## config.mk

```make
export PLATFORM = sky130hd
export DESIGN_NAME = audio_control_volume_regs
export DESIGN_NICKNAME = d
export VERILOG_FILES = /design/src/core/vol_reg.v /design/src/core/pulse_timer.v /design/src/core/audio_control_volume_regs.v
export VERILOG_INCLUDE_DIRS = /design/src /design/src/core
export SDC_FILE = /design/constraint.sdc
export NUM_CORES = 1
export LEC_CHECK = 0
export ABC_CLOCK_PERIOD_IN_PS = 3900
export BUFFER_PORTS_ARGS = -buffer_cell sky130_fd_sc_hd__buf_2
export CAP_MARGIN = 40
export CORE_ASPECT_RATIO = 1.1
export CORE_MARGIN = 2
export CORE_UTILIZATION = 40
export CTS_CLUSTER_DIAMETER = 40
export CTS_CLUSTER_SIZE = 40
export DETAILED_ROUTE_END_ITERATION = 10
export SYNTH_ARGS = -nofsm -noshare
export SYNTH_HDL_FRONTEND = slang
export SYNTH_HIERARCHICAL = 1
export SYNTH_SLANG_ARGS = --single-unit
```

## constraint.sdc

```tcl
create_clock -name mclk -period 3.9 [get_ports mclk]
set_clock_uncertainty 0.05 [all_clocks]
set_input_delay 0.195 -clock mclk [delete_from_list [all_inputs] [get_ports mclk]]
set_output_delay 0.195 -clock mclk [all_outputs]
set_load 0.05 [all_outputs]
```

## src/core/audio_regs_defs.vh

```
// Register offsets, field positions, reset values and timing for the audio control bank
`ifndef AUDIO_REGS_DEFS_VH
`define AUDIO_REGS_DEFS_VH

`define ADDR_AUDIO_SUBSYSTEM_CONTROL      16'hA038
`define ADDR_PRIMARY_DAC_LEFT_VOLUME      16'hA1A0
`define ADDR_PRIMARY_DAC_RIGHT_VOLUME     16'hA1A1
`define ADDR_SECOND_DAC_LEFT_VOLUME       16'hA1A2
`define ADDR_SECOND_DAC_RIGHT_VOLUME      16'hA1A3
`define ADDR_MIXER_OUT_LEFT_VOLUME        16'hA1A6
`define ADDR_MIXER_OUT_RIGHT_VOLUME       16'hA1A7
`define ADDR_PRIMARY_DAC_LEFT_MIXER_GAIN  16'hA1A8
`define ADDR_PRIMARY_DAC_RIGHT_MIXER_GAIN 16'hA1A9

`define CTRL_RESET_BIT        0
`define CTRL_POWER_ON_BIT     1
`define CTRL_DIGITAL_OFF_BIT  2
`define CTRL_AMP_OFF_BIT      3

`define MUTE_BIT              7

`define RST_CONTROL           8'h00
`define RST_DAC_VOLUME        8'h80
`define RST_MIXER_OUT_VOLUME  8'h80
`define RST_MIXER_GAIN        8'h8C

`define MASK_MIXER_FIELDS     8'h9F

`define CLK_PERIOD_NS         40
`define SUBSYS_RESET_NS       250
// Rounded up so the pulse is never shorter than the required width
`define SUBSYS_RESET_CYCLES   ((`SUBSYS_RESET_NS + `CLK_PERIOD_NS - 1) / `CLK_PERIOD_NS)

`endif

```

## src/core/vol_reg.v

```verilog
// One 8-bit read/write control register with a reset value
`timescale 1ns/10ps
module vol_reg #(
  parameter [7:0] RESET_VALUE = 8'h00
) (
  input  wire       mclk,    // System clock
  input  wire       resetn,  // Async reset, active low
  input  wire       load,    // Write strobe for this register
  input  wire [7:0] wdata,   // Write data
  output reg  [7:0] value    // Stored value
);
  always @(posedge mclk or negedge resetn) begin
    if (!resetn) begin
      value <= RESET_VALUE;
    end else if (load) begin
      value <= wdata;
    end
  end
endmodule // vol_reg

```

## src/core/pulse_timer.v

```verilog
// Self-clearing pulse: set by a request, cleared after a fixed cycle count
`timescale 1ns/10ps
module pulse_timer #(
  parameter       CYCLES = 6,
  parameter       CW     = 4
) (
  input  wire mclk,    // System clock
  input  wire resetn,  // Async reset, active low
  input  wire start,   // One-cycle request to (re)start the pulse
  output reg  active   // High while the pulse runs
);
  localparam [CW-1:0] LAST = CYCLES[CW-1:0] - 1'b1;
  reg [CW-1:0] count;
  always @(posedge mclk or negedge resetn) begin
    if (!resetn) begin
      active <= 1'b0;
      count  <= {CW{1'b0}};
    end else if (start) begin
      active <= 1'b1;
      count  <= {CW{1'b0}};
    end else if (active) begin
      if (count == LAST) begin
        active <= 1'b0;
      end
      count <= count + 1'b1;
    end
  end
endmodule // pulse_timer

```

## src/core/audio_control_volume_regs.v

```verilog
// Audio subsystem control and volume register bank
// What this block does
// - Host configures audio through 8-bit words written to addressed registers.
// - Writing one to bit 0 resets audio; bit self-clears after 7 cycles (280 ns).
// - Bit 1 zero keeps audio in low power; one enables; resets zero.
// - Bit 2 set turns off digital audio section; resets zero.
// - Bit 3 set turns off digital Class-D section; resets zero.
// - DAC volume bits 6..0 give attenuation in 0.75 dB steps.
// - DAC volume bit 7 mutes the channel; resets to one.
// - DAC attenuation resets to zero; four channels have separate registers.
// - Mixer output bits 4..0 give attenuation in 1.5 dB steps; reset zero.
// - Mixer output bits 6..5 reserved zero (here stored and read back as written); bit 7 mutes, resets one.
// - DAC0 mixer-input gain is 5 bits, resets to 0Ch meaning 0 dB.
// - DAC0 mixer-input bit 7 mutes that input, resets one; 6..5 reserved.
`timescale 1ns/10ps
`include "audio_regs_defs.vh"
module audio_control_volume_regs (
  input  wire        mclk,                 // System clock, 25 MHz
  input  wire        resetn,               // Async reset, active low
  input  wire [15:0] reg_addr,             // Register address
  input  wire        reg_write,            // Write strobe, one cycle
  input  wire [7:0]  reg_wdata,            // Write data
  output reg  [7:0]  reg_rdata,            // Read data for reg_addr, registered
  output wire        subsystem_reset,      // Audio subsystem reset pulse, active high
  output wire        audio_power_on,       // Subsystem enabled; low means low power
  output wire        digital_path_off,     // Digital audio section off
  output wire        amp_digital_off,      // Digital Class-D section off
  output wire [6:0]  dac0_left_atten,      // Primary DAC left attenuation code
  output wire        dac0_left_mute,       // Primary DAC left mute
  output wire [6:0]  dac0_right_atten,     // Primary DAC right attenuation code
  output wire        dac0_right_mute,      // Primary DAC right mute
  output wire [6:0]  dac1_left_atten,      // Second DAC left attenuation code
  output wire        dac1_left_mute,       // Second DAC left mute
  output wire [6:0]  dac1_right_atten,     // Second DAC right attenuation code
  output wire        dac1_right_mute,      // Second DAC right mute
  output wire [4:0]  mix_left_atten,       // Mixer output left attenuation
  output wire        mix_left_mute,        // Mixer output left mute
  output wire [4:0]  mix_right_atten,      // Mixer output right attenuation
  output wire        mix_right_mute,       // Mixer output right mute
  output wire [4:0]  primary_left_mixer_gain,  // DAC0 left mixer-input gain code
  output wire        primary_left_mixer_mute,  // DAC0 left mixer-input mute
  output wire [4:0]  primary_right_mixer_gain, // DAC0 right mixer-input gain code
  output wire        primary_right_mixer_mute  // DAC0 right mixer-input mute
);

  // Pulse length rounded up to whole clock cycles
  localparam RESET_CYCLES = `SUBSYS_RESET_CYCLES;
  localparam RESET_CW     = 4;

  wire [7:0] control_q;
  wire [7:0] dac0l_q;
  wire [7:0] dac0r_q;
  wire [7:0] dac1l_q;
  wire [7:0] dac1r_q;
  wire [7:0] mixl_q;
  wire [7:0] mixr_q;
  wire [7:0] gainl_q;
  wire [7:0] gainr_q;
  wire       reset_active;

  // one-hot write select
  // A write to a reserved or unmapped address selects nothing and changes no state
  reg [8:0] wr_sel;
  always @* begin
    wr_sel = 9'h000;
    if (reg_write) begin
      case (reg_addr)
        `ADDR_AUDIO_SUBSYSTEM_CONTROL:      wr_sel = 9'h001;
        `ADDR_PRIMARY_DAC_LEFT_VOLUME:      wr_sel = 9'h002;
        `ADDR_PRIMARY_DAC_RIGHT_VOLUME:     wr_sel = 9'h004;
        `ADDR_SECOND_DAC_LEFT_VOLUME:       wr_sel = 9'h008;
        `ADDR_SECOND_DAC_RIGHT_VOLUME:      wr_sel = 9'h010;
        `ADDR_MIXER_OUT_LEFT_VOLUME:        wr_sel = 9'h020;
        `ADDR_MIXER_OUT_RIGHT_VOLUME:       wr_sel = 9'h040;
        `ADDR_PRIMARY_DAC_LEFT_MIXER_GAIN:  wr_sel = 9'h080;
        `ADDR_PRIMARY_DAC_RIGHT_MIXER_GAIN: wr_sel = 9'h100;
        default:                            wr_sel = 9'h000;
      endcase
    end
  end

  wire wr_ctrl  = wr_sel[0];
  wire wr_dac0l = wr_sel[1];
  wire wr_dac0r = wr_sel[2];
  wire wr_dac1l = wr_sel[3];
  wire wr_dac1r = wr_sel[4];
  wire wr_mixl  = wr_sel[5];
  wire wr_mixr  = wr_sel[6];
  wire wr_gainl = wr_sel[7];
  wire wr_gainr = wr_sel[8];

  localparam [7:0] CTRL_RST = `RST_CONTROL;
  reg              ctrl_power_on;
  reg              ctrl_digital_off;
  reg              ctrl_amp_off;
  reg        [3:0] ctrl_spare;

  always @(posedge mclk or negedge resetn) begin
    if (!resetn) begin
      ctrl_power_on    <= CTRL_RST[`CTRL_POWER_ON_BIT];
      ctrl_digital_off <= CTRL_RST[`CTRL_DIGITAL_OFF_BIT];
      ctrl_amp_off     <= CTRL_RST[`CTRL_AMP_OFF_BIT];
      ctrl_spare       <= CTRL_RST[7:4];
    end else if (wr_ctrl) begin
      ctrl_power_on    <= reg_wdata[`CTRL_POWER_ON_BIT];
      ctrl_digital_off <= reg_wdata[`CTRL_DIGITAL_OFF_BIT];
      ctrl_amp_off     <= reg_wdata[`CTRL_AMP_OFF_BIT];
      ctrl_spare       <= reg_wdata[7:4];
    end
  end

  // Bit 0 is not stored; it reads back as the live pulse, so software sees it clear itself
  assign control_q = {ctrl_spare, ctrl_amp_off, ctrl_digital_off, ctrl_power_on, reset_active};

  // a zero write never starts it
  // Rewriting one while the pulse runs restarts the full count
  pulse_timer #(
    .CYCLES (RESET_CYCLES),
    .CW     (RESET_CW)
  ) u_reset_pulse (
    .mclk   (mclk),
    .resetn (resetn),
    .start  (wr_ctrl && reg_wdata[`CTRL_RESET_BIT]),
    .active (reset_active)
  );

  vol_reg #(.RESET_VALUE(`RST_DAC_VOLUME)) u_dac0l (
    .mclk   (mclk),
    .resetn (resetn),
    .load   (wr_dac0l),
    .wdata  (reg_wdata),
    .value  (dac0l_q)
  );

  vol_reg #(.RESET_VALUE(`RST_DAC_VOLUME)) u_dac0r (
    .mclk   (mclk),
    .resetn (resetn),
    .load   (wr_dac0r),
    .wdata  (reg_wdata),
    .value  (dac0r_q)
  );

  vol_reg #(.RESET_VALUE(`RST_DAC_VOLUME)) u_dac1l (
    .mclk   (mclk),
    .resetn (resetn),
    .load   (wr_dac1l),
    .wdata  (reg_wdata),
    .value  (dac1l_q)
  );

  vol_reg #(.RESET_VALUE(`RST_DAC_VOLUME)) u_dac1r (
    .mclk   (mclk),
    .resetn (resetn),
    .load   (wr_dac1r),
    .wdata  (reg_wdata),
    .value  (dac1r_q)
  );

  vol_reg #(.RESET_VALUE(`RST_MIXER_OUT_VOLUME)) u_mixl (
    .mclk   (mclk),
    .resetn (resetn),
    .load   (wr_mixl),
    .wdata  (reg_wdata),
    .value  (mixl_q)
  );

  vol_reg #(.RESET_VALUE(`RST_MIXER_OUT_VOLUME)) u_mixr (
    .mclk   (mclk),
    .resetn (resetn),
    .load   (wr_mixr),
    .wdata  (reg_wdata),
    .value  (mixr_q)
  );

  vol_reg #(.RESET_VALUE(`RST_MIXER_GAIN)) u_gainl (
    .mclk   (mclk),
    .resetn (resetn),
    .load   (wr_gainl),
    .wdata  (reg_wdata),
    .value  (gainl_q)
  );

  vol_reg #(.RESET_VALUE(`RST_MIXER_GAIN)) u_gainr (
    .mclk   (mclk),
    .resetn (resetn),
    .load   (wr_gainr),
    .wdata  (reg_wdata),
    .value  (gainr_q)
  );

  assign subsystem_reset  = reset_active;
  assign audio_power_on   = control_q[`CTRL_POWER_ON_BIT];
  assign digital_path_off = control_q[`CTRL_DIGITAL_OFF_BIT];
  assign amp_digital_off  = control_q[`CTRL_AMP_OFF_BIT];

  // registers drive the path directly, so a write applies on the next cycle
  assign dac0_left_atten  = dac0l_q[6:0];
  assign dac0_left_mute   = dac0l_q[`MUTE_BIT];

  assign dac0_right_atten = dac0r_q[6:0];
  assign dac0_right_mute  = dac0r_q[`MUTE_BIT];

  assign dac1_left_atten  = dac1l_q[6:0];
  assign dac1_left_mute   = dac1l_q[`MUTE_BIT];

  assign dac1_right_atten = dac1r_q[6:0];
  assign dac1_right_mute  = dac1r_q[`MUTE_BIT];

  assign mix_left_atten   = mixl_q[4:0];
  assign mix_left_mute    = mixl_q[`MUTE_BIT];

  assign mix_right_atten  = mixr_q[4:0];
  assign mix_right_mute   = mixr_q[`MUTE_BIT];

  assign primary_left_mixer_gain  = gainl_q[4:0];
  assign primary_left_mixer_mute  = gainl_q[`MUTE_BIT];

  assign primary_right_mixer_gain = gainr_q[4:0];
  assign primary_right_mixer_mute = gainr_q[`MUTE_BIT];

  // readback of every mapped register
  // Read data registered one cycle after the address; unmapped reads return zero
  // Reserved bits read back exactly as written
  reg [7:0] next_rdata;
  always @* begin
    next_rdata = 8'h00;
    case (reg_addr)
      `ADDR_AUDIO_SUBSYSTEM_CONTROL:      next_rdata = control_q;
      `ADDR_PRIMARY_DAC_LEFT_VOLUME:      next_rdata = dac0l_q;
      `ADDR_PRIMARY_DAC_RIGHT_VOLUME:     next_rdata = dac0r_q;
      `ADDR_SECOND_DAC_LEFT_VOLUME:       next_rdata = dac1l_q;
      `ADDR_SECOND_DAC_RIGHT_VOLUME:      next_rdata = dac1r_q;
      `ADDR_MIXER_OUT_LEFT_VOLUME:        next_rdata = mixl_q;
      `ADDR_MIXER_OUT_RIGHT_VOLUME:       next_rdata = mixr_q;
      `ADDR_PRIMARY_DAC_LEFT_MIXER_GAIN:  next_rdata = gainl_q;
      `ADDR_PRIMARY_DAC_RIGHT_MIXER_GAIN: next_rdata = gainr_q;
      default:                            next_rdata = 8'h00;
    endcase
  end

  always @(posedge mclk or negedge resetn) begin
    if (!resetn) begin
      reg_rdata <= 8'h00;
    end else begin
      reg_rdata <= next_rdata;
    end
  end

endmodule // audio_control_volume_regs

```

-- After elaboration in Yosys (flattened, before gate mapping)
Index checks and enable logic that the tools add are counted.
- output and inout bits: 68
- memories kept: 0
- register bits after elaboration: 84
- bits in latches: 0
- logic and storage cells: 36
- input port bits: 27
- RAM bits: 0
- memory bits (read-only): 0
- reductions and logical operators: 2
- shift-type cells: 0
- equal/unequal tests: 10
- order comparisons: 0
- div/mod/pow operators: 0
- multiply operators: 0
- muxes and demuxes: 8
- bitwise logic cells: 0
- add/sub/neg operators: 1
- operators by type and width (operator ; count):
    equality test 16 bit (second input constant) ; 9
    one-hot mux 9 bit (9 select lines) ; 1
    one-hot mux 8 bit (9 select lines) ; 1
    2-to-1 mux 9 bit ; 1
    2-to-1 mux 4 bit ; 2
    adder 4 x 1 -> 4 bit (second input constant) ; 1
    equality test 4 x 3 -> 1 bit (second input constant) ; 1
    2-to-1 mux 1 bit ; 3
    nonzero test 2 bit ; 1
    logical AND 1 bit ; 1

-- Logic depth before layout (Yosys ltp)
Gate-level depths: netlist of run 1.
- depth after elaboration: 5
- mapped depth: 7
- gate-level depth less buffers: 6

-- Hierarchy
Netlist of run 1, hierarchy kept.
- modules (own cells, without submodules) (module ; cells an instance ; instances ; seq. area each (µm²) ; area each (µm²)):
    vol_reg (u_dac0l ...) ; 17 ; 6 ; 201.4 ; 332.8
    audio_control_volume_regs ; 131 ; 1 ; 375.4 ; 1335.0
    vol_reg (u_gainl ...) ; 17 ; 2 ; 203.9 ; 335.3
    pulse_timer ; 22 ; 1 ; 125.1 ; 254.0

-- Worst setup path after synthesis of run 1
Ideal clock, no wire load.
- path kind: input to register
- start point: input port reg_addr[10]
- end point: register u_dac1l.value[0]
- setup time: 0.125 ns
- setup slack: 1.903 ns
- buffers on the path: 2
- required time: 3.725 ns
- data arrival time: 1.822 ns
- stages on the path: 7
- cell sequence: nor4b_2 > nand3_2 > or3_1 > buf_2 > nor3b_2 > buf_6 > mux2_4
- longest elaborated chain between the ends: 3
- elaborated cells on any way between the ends: 11
- classes of those cells: eq/ne: 9; mux: 2
- ends and longest elaborated chain (what ; RTL line ; text):
    start, declared ; audio_control_volume_regs.v:20 ; input wire [15:0] reg_addr,
    equality test 16 bit ; audio_control_volume_regs.v:67 ; case (reg_addr)
    one-hot mux 9 bit (9 select lines) (*) ; audio_control_volume_regs.v:67 ;
    2-to-1 mux 9 bit (*) ; audio_control_volume_regs.v:66 ; if (reg_write) begin
    via wr_sel[3] ; audio_control_volume_regs.v:63 ; reg [8:0] wr_sel;
    end signal, assigned ; vol_reg.v:16 ; value <= wdata;
    end, declared ; vol_reg.v:10 ; output reg [7:0] value
Mark *: on every way through the listed nets, which the timed path passes. The rest lies on a longest branch.
A chain may end at the register's enable or synchronous reset.

-- Worst setup path after layout of run 1
- start point: input port reg_addr[10]
- end point: register u_dac1r.value[2]
- longest elaborated chain between the ends: 3
- elaborated cells on any way between the ends: 11
- classes of those cells: eq/ne: 9; mux: 2
- ends and longest elaborated chain (what ; RTL line):
    equality test 16 bit ; audio_control_volume_regs.v:67
    one-hot mux 9 bit (9 select lines) (*) ; audio_control_volume_regs.v:67
    2-to-1 mux 9 bit (*) ; audio_control_volume_regs.v:66
    via wr_sel[4] ; audio_control_volume_regs.v:63
    end signal, assigned ; vol_reg.v:16
    end, declared ; vol_reg.v:10
Marked as above.

==> flow_summary.json, run 1 <==
{
  "place_inst": 519,
  "cts.path.max_buffers": 2,
  "dr_wl_met2_um": 5270,
  "endpoint": "u_dac1r/value[2]$_DFFE_PN0P_",
  "ys_seq_area_frac": 0.497,
  "overflow": 0,
  "ctsHoldBuffers": 1,
  "setup_viol": 0,
  "power_frac_seq": 0.467,
  "cap_violations": 0,
  "synth-adder-area-share": 0.00588,
  "start_util": 0.410,
  "met1_length_um": 5350,
  "antenna_cells": 0,
  "drive_gt1_frac": 0.583,
  "dieArea_sq_um": 11500,
  "first_pass_iters": 4,
  "yosys.area_share.simple": 0.0902,
  "tightestPinTransition_ns": 0.874,
  "nets": 417,
  "core.rowCount": 39,
  "crit_buf_inv": 2,
  "worstSetupEndpointType": "flip-flop",
  "layout_min_cycle_time_ns": 2.42,
  "yosysWarnings": 6,
  "synth_flop_cell": "dfrtp_1",
  "synth_edf_count": 0,
  "wire_per_inst_um": 21.0,
  "final_util": 0.500,
  "die_h_um": 112,
  "synth-compound-area-share": 0.0638,
  "async_flop_share": 1.00,
  "crit_arrival_ns": 2.58,
  "clkTransAtPathRegs_ns": 0.06,
  "cts_sinks": 84,
  "grt_pass1_wl_um": 17200,
  "timing.final.hold_violations": 0,
  "path_class": "input port to flip-flop",
  "cp-start-kind": "input port",
  "slew_headroom": 0.414,
  "cts.repair.resized": 0,
  "max_stage_delay_ns": 0.60,
  "track_usage": 0.202,
  "routed.top_layer": "met4",
  "r2r_setup_slack_ns": 2.40,
  "fin_cells": 536,
  "fmax_mhz": 414,
  "synthXorXnorAreaFrac": 0.00206,
  "swShare": 0.220,
  "net-switching-power_uw": 411,
  "cts_root_buf": "clkbuf_16",
  "syn-mean-instance-area_sq_um": 14.7,
  "vias": 2845,
  "critical-path-top-delay-family": "simple AND/OR/NAND/NOR gates",
  "drc": 0,
  "combPwrFrac": 0.046,
  "rsz0062_at_grt": "false",
  "drt_wl_total_um": 11200,
  "crit_start": "reg_addr[10]",
  "gp_congestion": 0.842,
  "htreeDepth": 3,
  "r2r_end": "reg_rdata[7]$_DFF_PN0_",
  "crit_chain": "buf_2 -> nor4b_2 -> nand3_2 -> or3_1 -> nor4_2 -> buf_4 -> mux2_4",
  "drv_slew": 0,
  "drt_iter0_drc": 176,
  "route.met3.wl_um": 512,
  "p_int_uw": 1460,
  "grt_max_degree": 56,
  "clock_latency_ns": 0.34,
  "dp_hpwl_um": 7630,
  "power_density_nw_per_um2": 360,
  "reg2regPathDepth": 4,
  "grt_pass1_vias": 3012,
  "synthMuxAreaShare": 0.303,
  "syn_to_final_growth_pct": 22.2,
  "coreArea_sq_um": 10400,
  "hp-class": "input port to flip-flop",
  "yosysTopAreaCell": "dfrtp_1",
  "cts_buffers": 9,
  "cts_setup_buffers": 0,
  "fin_hold_ws_ns": 0.187,
  "io_pins": 95,
  "portBuffers": 94,
  "p_clk_frac": 0.487,
  "synth_area_sq_um": 4260,
  "vdd_drop_max_mv": 0.186,
  "cp_max_fo": 8,
  "antenna_found_initial": 0,
  "die_w_um": 102,
  "crit_cells": 7,
  "synth_top_family_by_area": "multiplexers",
  "syn-num-nets": 318,
  "antenna_left": 0,
  "synthTopCellsByArea": "dfrtp_1 42%, mux2_4 23%, dfstp_2 7.4%",
  "required_ns": 4.07,
  "yosysUniqueCellTypes": 47,
  "yosysTopAreaCellShare": 0.423,
  "via_per_inst": 5.31,
  "r2r_start": "u_dac0r/value[7]$_DFFE_PN1P_",
  "ys_seq_elements": 84,
  "period_share": 0.620,
  "cts_tree": "built",
  "tns_ns": 0,
  "run_status": "finished clean",
  "postSynthCellCount": 289,
  "crit_path_top_delay_cell": "or3_1",
  "power_leakage_uw": 0.00262
}
## synthesized netlist by cell type, drive strengths merged (5+ instances only)
cell type / number
a22o: 10
mux2i: 10
buf: 16
dfstp: 12
nor3: 9
mux2: 84
a22oi: 7
dfrtp: 72
nand2: 5
or3: 6
nor2: 6
## worst min path at each step
stage | start | to | slack, ns | cells past startpoint
3_5_place_dp | resetn | u_reset_pulse/count[2]$_DFFE_PN0P_ | 0.10 | 1
3_3_place_gp | resetn | u_reset_pulse/count[2]$_DFFE_PN0P_ | 0.39 | 1
6_report | reg_wdata[0] | u_dac0l/value[0]$_DFFE_PN0P_ | 0.19 | 2
5_1_grt | reg_wdata[2] | u_dac0l/value[2]$_DFFE_PN0P_ | 0.20 | 2
2_1_floorplan | resetn | amp_digital_off$_DFFE_PN0N_ | -0.15 | 0
4_1_cts | reg_wdata[0] | u_dac0l/value[0]$_DFFE_PN0P_ | 0.18 | 2
## placed cells by master (no fill, tap or decap), drive strengths merged, types with 2 or more instances in the layout
cell      instances
buf             104
mux2             84
dfrtp            72
dfstp            12
mux2i            10
a22o             10
clkbuf           10
nor3              9
a22oi             7
or3               6
nor2              6
nand2             5
nand3b            4
inv               4
o211ai            4
nor3b             4
nand3             3
nand4             3
o22ai             2
a211o             2
and3b             2
nor2b             2
a32oi             2
nand2b            2
clkinvlp          2
bufinv            2
a21oi             2
ha                2
nor4b             2
clkinv            2
## metal layers
| layer | GRT usage | vias up |
|---|---|---|
| li1 | - | 1271 |
| met4 | 0.0533 | 0 |
| met5 | 0 | - |
| met3 | 0.0405 | 9 |
| met1 | 0.289 | 1481 |
| met2 | 0.316 | 84 |
## final cells by class
class	instances	area, sq um
clock inverters	6	88.8
well taps	143	179
multi-input cells	184	1990
repair buffers	105	578
inverters	4	15.0
flip-flops and latches	84	2120
clock buffers	10	229
fillers	945	5190
## metrics by stage
stage,total power [uW],setup slack (ns),instance area [sq um]
6_report,1870,1.48,5200
5_1_grt,1930,1.38,5200
4_1_cts,1880,1.47,5200
3_5_place_dp,976,1.13,4870
3_3_place_gp,972,1.23,4850
2_1_floorplan,921,1.90,4260
## flip-flops by register name (all words and copies together) (netlist names)
register,cells
u_dac1r/value,8
u_gainr/value,8
digital_path_off,1
audio_power_on,1
reg_rdata,8
amp_digital_off,1
u_mixl/value,8
u_reset_pulse/count,4
u_mixr/value,8
u_dac0l/value,8
u_reset_pulse/active,1
ctrl_spare,4
u_gainl/value,8
u_dac0r/value,8
u_dac1l/value,8
## logic make-up (layout without fill, tap and decap cells)
kind of cell,Yosys count,in the layout
multiplexers,94,94
adder cells (fa/ha/maj),2,2
AND/OR/NAND/NOR,53,53
AO/OA/AOI/OAI,34,34
flip-flops,84,84
XOR/XNOR,1,1
buffers and inverters,21,125
## power by group through the flow
stage	sequential, uW	clock, uW	combinational, uW
3_3_place_gp	889	0	82.9
2_1_floorplan	890	0	31.6
5_1_grt	873	964	95.1
6_report	873	911	86.6
3_5_place_dp	889	0	87.1
4_1_cts	873	921	88.1
## worst register-to-register path: stages, from the launching register on
cell and delay, ns:
dfstp_2 0.38, mux2_2 0.28, a222oi_1 0.32, o211ai_1 0.15
a22o_1 0.22
No activity file was read; power rests on OpenSTA's default activity.
==> inputs of run 2 (changes only) <==
--- a/config.mk
+++ b/config.mk
@@ -6,7 +6,8 @@
 export SDC_FILE = /design/constraint.sdc
 export NUM_CORES = 1
 export LEC_CHECK = 0
-export ABC_CLOCK_PERIOD_IN_PS = 3900
+export ABC_AREA = 1
+export ABC_CLOCK_PERIOD_IN_PS = 2260
 export BUFFER_PORTS_ARGS = -buffer_cell sky130_fd_sc_hd__buf_2
 export CAP_MARGIN = 40
 export CORE_ASPECT_RATIO = 1.1
==> constraint.sdc (replaced) <==
create_clock -name mclk -period 2.26 [get_ports mclk]
set_clock_uncertainty 0.05 [all_clocks]
set_input_delay 0.113 -clock mclk [delete_from_list [all_inputs] [get_ports mclk]]
set_output_delay 0.113 -clock mclk [all_outputs]
set_load 0.05 [all_outputs]
==> run 2 against run 1 <==
Effect of this change:
- final cell count increased by 49%
- synthesized cell count increased by 89%
- worst setup slack got worse by 0.95 ns
- via count increased by 37%
- clock-buffer cell count unchanged
- utilization decreased by 0.66 points
- first-iteration DRC count increased by 20%
- flip-flop and latch count unchanged
- synthesized area decreased by 1.0%
- final area decreased by 1.8%
- die area decreased by 0.99%
- largest power group is now registers
==> flow_summary.json, run 2 <==
{
  "run_status": "finished clean",
  "synthTopCellsByArea": "dfrtp_1 43%, nand2_1 26%, dfstp_2 7.5%",
  "tightestPinTransition_ns": 0.563,
  "synthTopCellsByCount": "289 x nand2_1, 72 x dfrtp_1, 48 x nand3_1",
  "reg2regPathDepth": 3,
  "wire_per_inst_um": 15.8,
  "tns_ns": 0,
  "dieArea_sq_um": 11400,
  "power_density_nw_per_um2": 579,
  "clock_latency_ns": 0.33,
  "crit_path_top_delay_cell": "nor2_2",
  "syn-mean-instance-area_sq_um": 7.73,
  "first_pass_iters": 5,
  "yosysTopAreaCell": "dfrtp_1",
  "synth_area_sq_um": 4210,
  "gp_congestion": 0.827,
  "period_share": 0.766,
  "ys_seq_area_frac": 0.503,
  "cts_buffers": 9,
  "syn-num-nets": 574,
  "yosysUniqueCellTypes": 25,
  "cts_root_buf": "clkbuf_16",
  "start_util": 0.407,
  "ys_seq_elements": 84,
  "place_inst": 781,
  "die_w_um": 102,
  "drv_slew": 0,
  "drt_iter0_drc": 212,
  "r2r_end": "u_reset_pulse/count[1]$_DFFE_PN0P_",
  "setup_viol": 0,
  "vdd_drop_max_mv": 0.390,
  "crit_arrival_ns": 1.91,
  "power_leakage_uw": 0.00304,
  "hold-path-endpoint": "u_mixl/value[7]$_DFFE_PN1P_",
  "cts_sinks": 84,
  "synth_edf_count": 0,
  "yosysMostFrequentCell": "nand2_1",
  "cts_setup_buffers": 0,
  "layout_common_cells": "289 x nand2_1, 93 x buf_2, 72 x dfrtp_1",
  "timing.final.hold_violations": 0,
  "vias": 3890,
  "via_per_inst": 4.87,
  "grt_pass1_wl_um": 20300,
  "syn_to_final_growth_pct": 21.3,
  "hp-class": "input port to flip-flop",
  "worstHoldStart": "reg_wdata[7]",
  "yosysWarnings": 6,
  "htreeDepth": 3,
  "rsz0062_at_grt": "false",
  "layout_min_cycle_time_ns": 1.73,
  "nets": 679,
  "async_flop_share": 1.00,
  "grt_max_degree": 45,
  "cts.path.max_buffers": 2,
  "cts_tree": "built",
  "dp_hpwl_um": 9260,
  "cap_violations": 0,
  "fmax_mhz": 578,
  "cts.repair.resized": 0,
  "num-fill-cells": 1060,
  "antenna_cells": 0,
  "whs_path_depth": 3,
  "fin_cells": 798,
  "cp_max_fo": 10,
  "clkTransAtPathRegs_ns": 0.06,
  "io_pins": 95,
  "required_ns": 2.44,
  "coreArea_sq_um": 10300,
  "path_class": "input port to flip-flop",
  "crit_start": "reg_addr[11]",
  "cp-start-kind": "input port",
  "crit_buf_inv": 4,
  "critical-path-top-delay-family": "simple AND/OR/NAND/NOR gates",
  "core.rowCount": 39,
  "synth_flop_cell": "dfrtp_1",
  "antenna_left": 0,
  "drive_gt1_frac": 0.270,
  "drt_wl_total_um": 12600,
  "die_h_um": 112,
  "postSynthCellCount": 545,
  "worstSetupEndpointType": "flip-flop",
  "slew_headroom": 0.625,
  "antenna_found_initial": 0,
  "overflow": 0,
  "mostFrequentLayoutCell": "nand2_1",
  "yosysTopAreaCellShare": 0.428,
  "drc": 0,
  "crit_chain": "buf_2 -> nor2_1 -> nand2_1 -> nor2_4 -> buf_4 -> nand2_2 -> nand2_1 -> inv_1 -> nand3_2 -> nand2_4 -> nor2_2 -> inv_2 -> nand2_1 -> nand2_1",
  "crit_top_cell": "nand2_1",
  "track_usage": 0.235,
  "r2r_start": "u_reset_pulse/count[0]$_DFFE_PN0P_",
  "max_stage_delay_ns": 0.30,
  "ctsHoldBuffers": 1,
  "portBuffers": 94,
  "grt_pass1_vias": 3844,
  "r2r_setup_slack_ns": 1.14
}
==> run 2: through the flow <==
stage / setup WS (ns) / cell area, sq um / utilization / hold slack (ns) / power (uW)
after CTS: 0.555 / 5110 / 0.494 / 0.0624 / 2980
after floorplan: 0.754 / 4210 / - / -0.233 / 1560
final: 0.528 / 5110 / 0.494 / 0.0699 / 2960
after detailed placement: 0.211 / 4840 / 0.468 / 0.0977 / 1660
after global placement: 0.306 / 4840 / 0.468 / 0.0989 / 1660
after global routing: 0.324 / 5110 / 0.494 / 0.0731 / 3060
==> run 2: final cells by class <==
cell class                      instances  area [sq um]  area share
Clock inverter                          6          32.5     0.00637
Inverter                               28           106      0.0208
Clock buffer                           10           229      0.0448
Multi-Input combinational cell        419          1850       0.362
Sequential cell                        84          2120       0.414
Tap cell                              143           179      0.0350
Timing Repair Buffer                  108           593       0.116
==> run 2: tightest hold or removal path, stage by stage <==
cell,delay [ns]
buf_2,0.20
nand2_1,0.10
nand2_1,0.05
==> run 2: worst max-delay path by stage <==
| stage | end | slack (ns) | depth (start not counted) |
|---|---|---|---|
| detailed placement | u_gainl/value[6]$_DFFE_PN0P_ | 0.21 | 14 |
| finish | u_gainl/value[5]$_DFFE_PN0P_ | 0.53 | 14 |
| global placement | u_gainl/value[6]$_DFFE_PN0P_ | 0.31 | 14 |
| global route | u_gainl/value[5]$_DFFE_PN0P_ | 0.32 | 14 |
| floorplan | u_dac0l/value[2]$_DFFE_PN0P_ | 0.75 | 14 |
| CTS | u_gainl/value[4]$_DFFE_PN0P_ | 0.56 | 14 |
==> run 2: report_power, final <==
group	internal, uW	switching, uW
sequential	1510	1.00
combinational	31.2	95.5
clock	735	590
total	2270	686
==> run 2: routing by layer <==
metal | GRT usage | routed length [um] | vias up
met5 | 0 | 0 | -
met4 | 0.0987 | 337 | 0
met3 | 0.0383 | 738 | 25
met2 | 0.372 | 5940 | 134
met1 | 0.319 | 5620 | 1830
li1 | - | - | 1901
==> run 2: kinds of logic after synthesis <==
group           synth area share
simple gates               0.424
fa+ha+maj                0.00594
flops                      0.503
buf+inv                   0.0579
compound gates            0.0101
==> inputs of run 3 (changes only) <==
--- a/config.mk
+++ b/config.mk
@@ -7,7 +7,7 @@
 export NUM_CORES = 1
 export LEC_CHECK = 0
 export ABC_AREA = 1
-export ABC_CLOCK_PERIOD_IN_PS = 2260
+export ABC_CLOCK_PERIOD_IN_PS = 1700
 export BUFFER_PORTS_ARGS = -buffer_cell sky130_fd_sc_hd__buf_2
 export CAP_MARGIN = 40
 export CORE_ASPECT_RATIO = 1.1
==> constraint.sdc (replaced) <==
create_clock -name mclk -period 1.7 [get_ports mclk]
set_clock_uncertainty 0.05 [all_clocks]
set_input_delay 0.085 -clock mclk [delete_from_list [all_inputs] [get_ports mclk]]
set_output_delay 0.085 -clock mclk [all_outputs]
set_load 0.05 [all_outputs]
==> run 3 against run 2 <==
Effect of this change:
- sequential power is 32% higher
- die area stayed put
- worst setup slack worse by 0.32 ns
- flip-flop and latch count stayed put
- largest power group is now the clock network
==> flow_summary.json, run 3 (synthesis results as in run 2) <==
{
  "mostFrequentLayoutCell": "nand2_1",
  "period_share": 0.876,
  "power_density_nw_per_um2": 800,
  "cts_sinks": 84,
  "cts_setup_buffers": 0,
  "wire_per_inst_um": 15.6,
  "final_util": 0.515,
  "drt_wl_total_um": 12800,
  "crit_arrival_ns": 1.72,
  "layout_min_cycle_time_ns": 1.49,
  "grt_pass1_vias": 4023,
  "cp-start-kind": "input port",
  "antenna_found_initial": 1,
  "first_pass_iters": 5,
  "cap_violations": 0,
  "core.rowCount": 39,
  "grt_max_degree": 42,
  "clock_latency_ns": 0.34,
  "htreeDepth": 3,
  "drv_slew": 0,
  "coreArea_sq_um": 10300,
  "cts_root_buf": "clkbuf_16",
  "tightestPinTransition_ns": 0.572,
  "die_w_um": 102,
  "layout_common_cells": "289 x nand2_1, 93 x buf_2, 72 x dfrtp_1",
  "grt_pass1_wl_um": 20500,
  "place_area_sq_um": 4990,
  "nets": 698,
  "drt_iter0_drc": 215,
  "run_status": "finished clean",
  "cp_max_fo": 9,
  "syn_to_final_growth_pct": 26.4,
  "die_h_um": 112,
  "dieArea_sq_um": 11400,
  "io_pins": 95,
  "start_util": 0.407,
  "power_leakage_uw": 0.00315,
  "timing.final.hold_violations": 0,
  "cts.path.max_buffers": 2,
  "gp_congestion": 0.846,
  "antenna_left": 0,
  "slew_headroom": 0.619,
  "cts_tree": "built",
  "setup_viol": 0,
  "fmax_mhz": 672,
  "clkTransAtPathRegs_ns": 0.06,
  "dp_hpwl_um": 9310,
  "hp-class": "input port to flip-flop",
  "track_usage": 0.237,
  "required_ns": 1.93,
  "via_per_inst": 4.93,
  "drc": 0,
  "path_class": "input port to flip-flop",
  "overflow": 0,
  "rsz0062_at_grt": "false",
  "worstSetupEndpointType": "flip-flop",
  "vdd_drop_max_mv": 0.412,
  "vias": 4026,
  "portBuffers": 94,
  "drive_gt1_frac": 0.291,
  "cts_buffers": 9,
  "finalInstanceArea_sq_um": 5330
}
==> run 3: power breakdown <==
group          total [uW]  leakage (uW)  switching, uW  internal, uW
Clock                2080      0.000151            801          1280
Combinational         176       0.00189            128          47.9
Sequential           2000       0.00111           1.37          2000
Total                4260       0.00315            930          3330
==> run 3: worst paths after layout <==
kind	from	to	slack, ns	cells after the start
worst max-delay path	reg_addr[11]	u_gainr/value[5]$_DFFE_PN0P_	0.21	13
worst min-delay path	reg_wdata[2]	u_gainr/value[2]$_DFFE_PN1P_	0.03	3
worst max register to register	u_reset_pulse/count[0]$_DFFE_PN0P_	u_reset_pulse/count[1]$_DFFE_PN0P_	0.55	3
worst min register to register	u_mixl/value[7]$_DFFE_PN1P_	u_mixl/value[7]$_DFFE_PN1P_	0.42	2
max in group asynchronous	resetn	u_dac0l/value[7]$_DFFE_PN1P_	0.75	3
min in group asynchronous	resetn	u_gainl/value[4]$_DFFE_PN0P_	0.23	2
==> run 3: area by class of cell <==
cell class | count | area [sq um]
Antenna cell | 1 | 2.50
Multi-Input combinational cell | 419 | 1860
Fill cell | 1041 | 5020
Sequential cell | 84 | 2120
Clock buffer | 9 | 225
Inverter | 28 | 106
Clock inverter | 6 | 90.1
Timing Repair Buffer | 127 | 748
Tap cell | 143 | 179
==> run 3: per-layer routing <==
layer	share of wire	vias up	GRT usage
met5	0	-	0
met4	0.025	0	0.0942
met3	0.064	25	0.0320
met2	0.47	161	0.381
met1	0.44	1902	0.322
li1	-	1938	-
==> run 3: what timing repair did <==
action                                  in CTS  in global routing
hold buffers                                 1                  0
endpoints found under the hold margin       30                  0
endpoints found under the setup margin       0                  1
gates resized for setup                      0                  1
==> run 3: worst max-delay path: stages <==
cell and delay (ns):
buf_2 0.09, nor2_1 0.13, nand2_1 0.12, nor2_4 0.23
nand2_1 0.16, nand2_1 0.10, nor2_1 0.05, nand3_2 0.09
nand2_4 0.12, nor2_2 0.22, buf_4 0.18, nand2_1 0.05
nand2_1 0.07
==> run 3: per-stage QoR <==
stage,std cells,hold slack (ns),TNS (ns),power (uW),setup WS [ns]
4_1_cts,816,0.0255,0,4310,0.186
3_5_place_dp,800,0.0710,-4.86,2220,-0.157
3_3_place_gp,800,0.0720,-1.97,2210,-0.119
6_report,817,0.0329,0,4260,0.211
5_1_grt,817,0.0448,0,4410,0.0281
2_1_floorplan,545,-0.261,0,2080,0.222
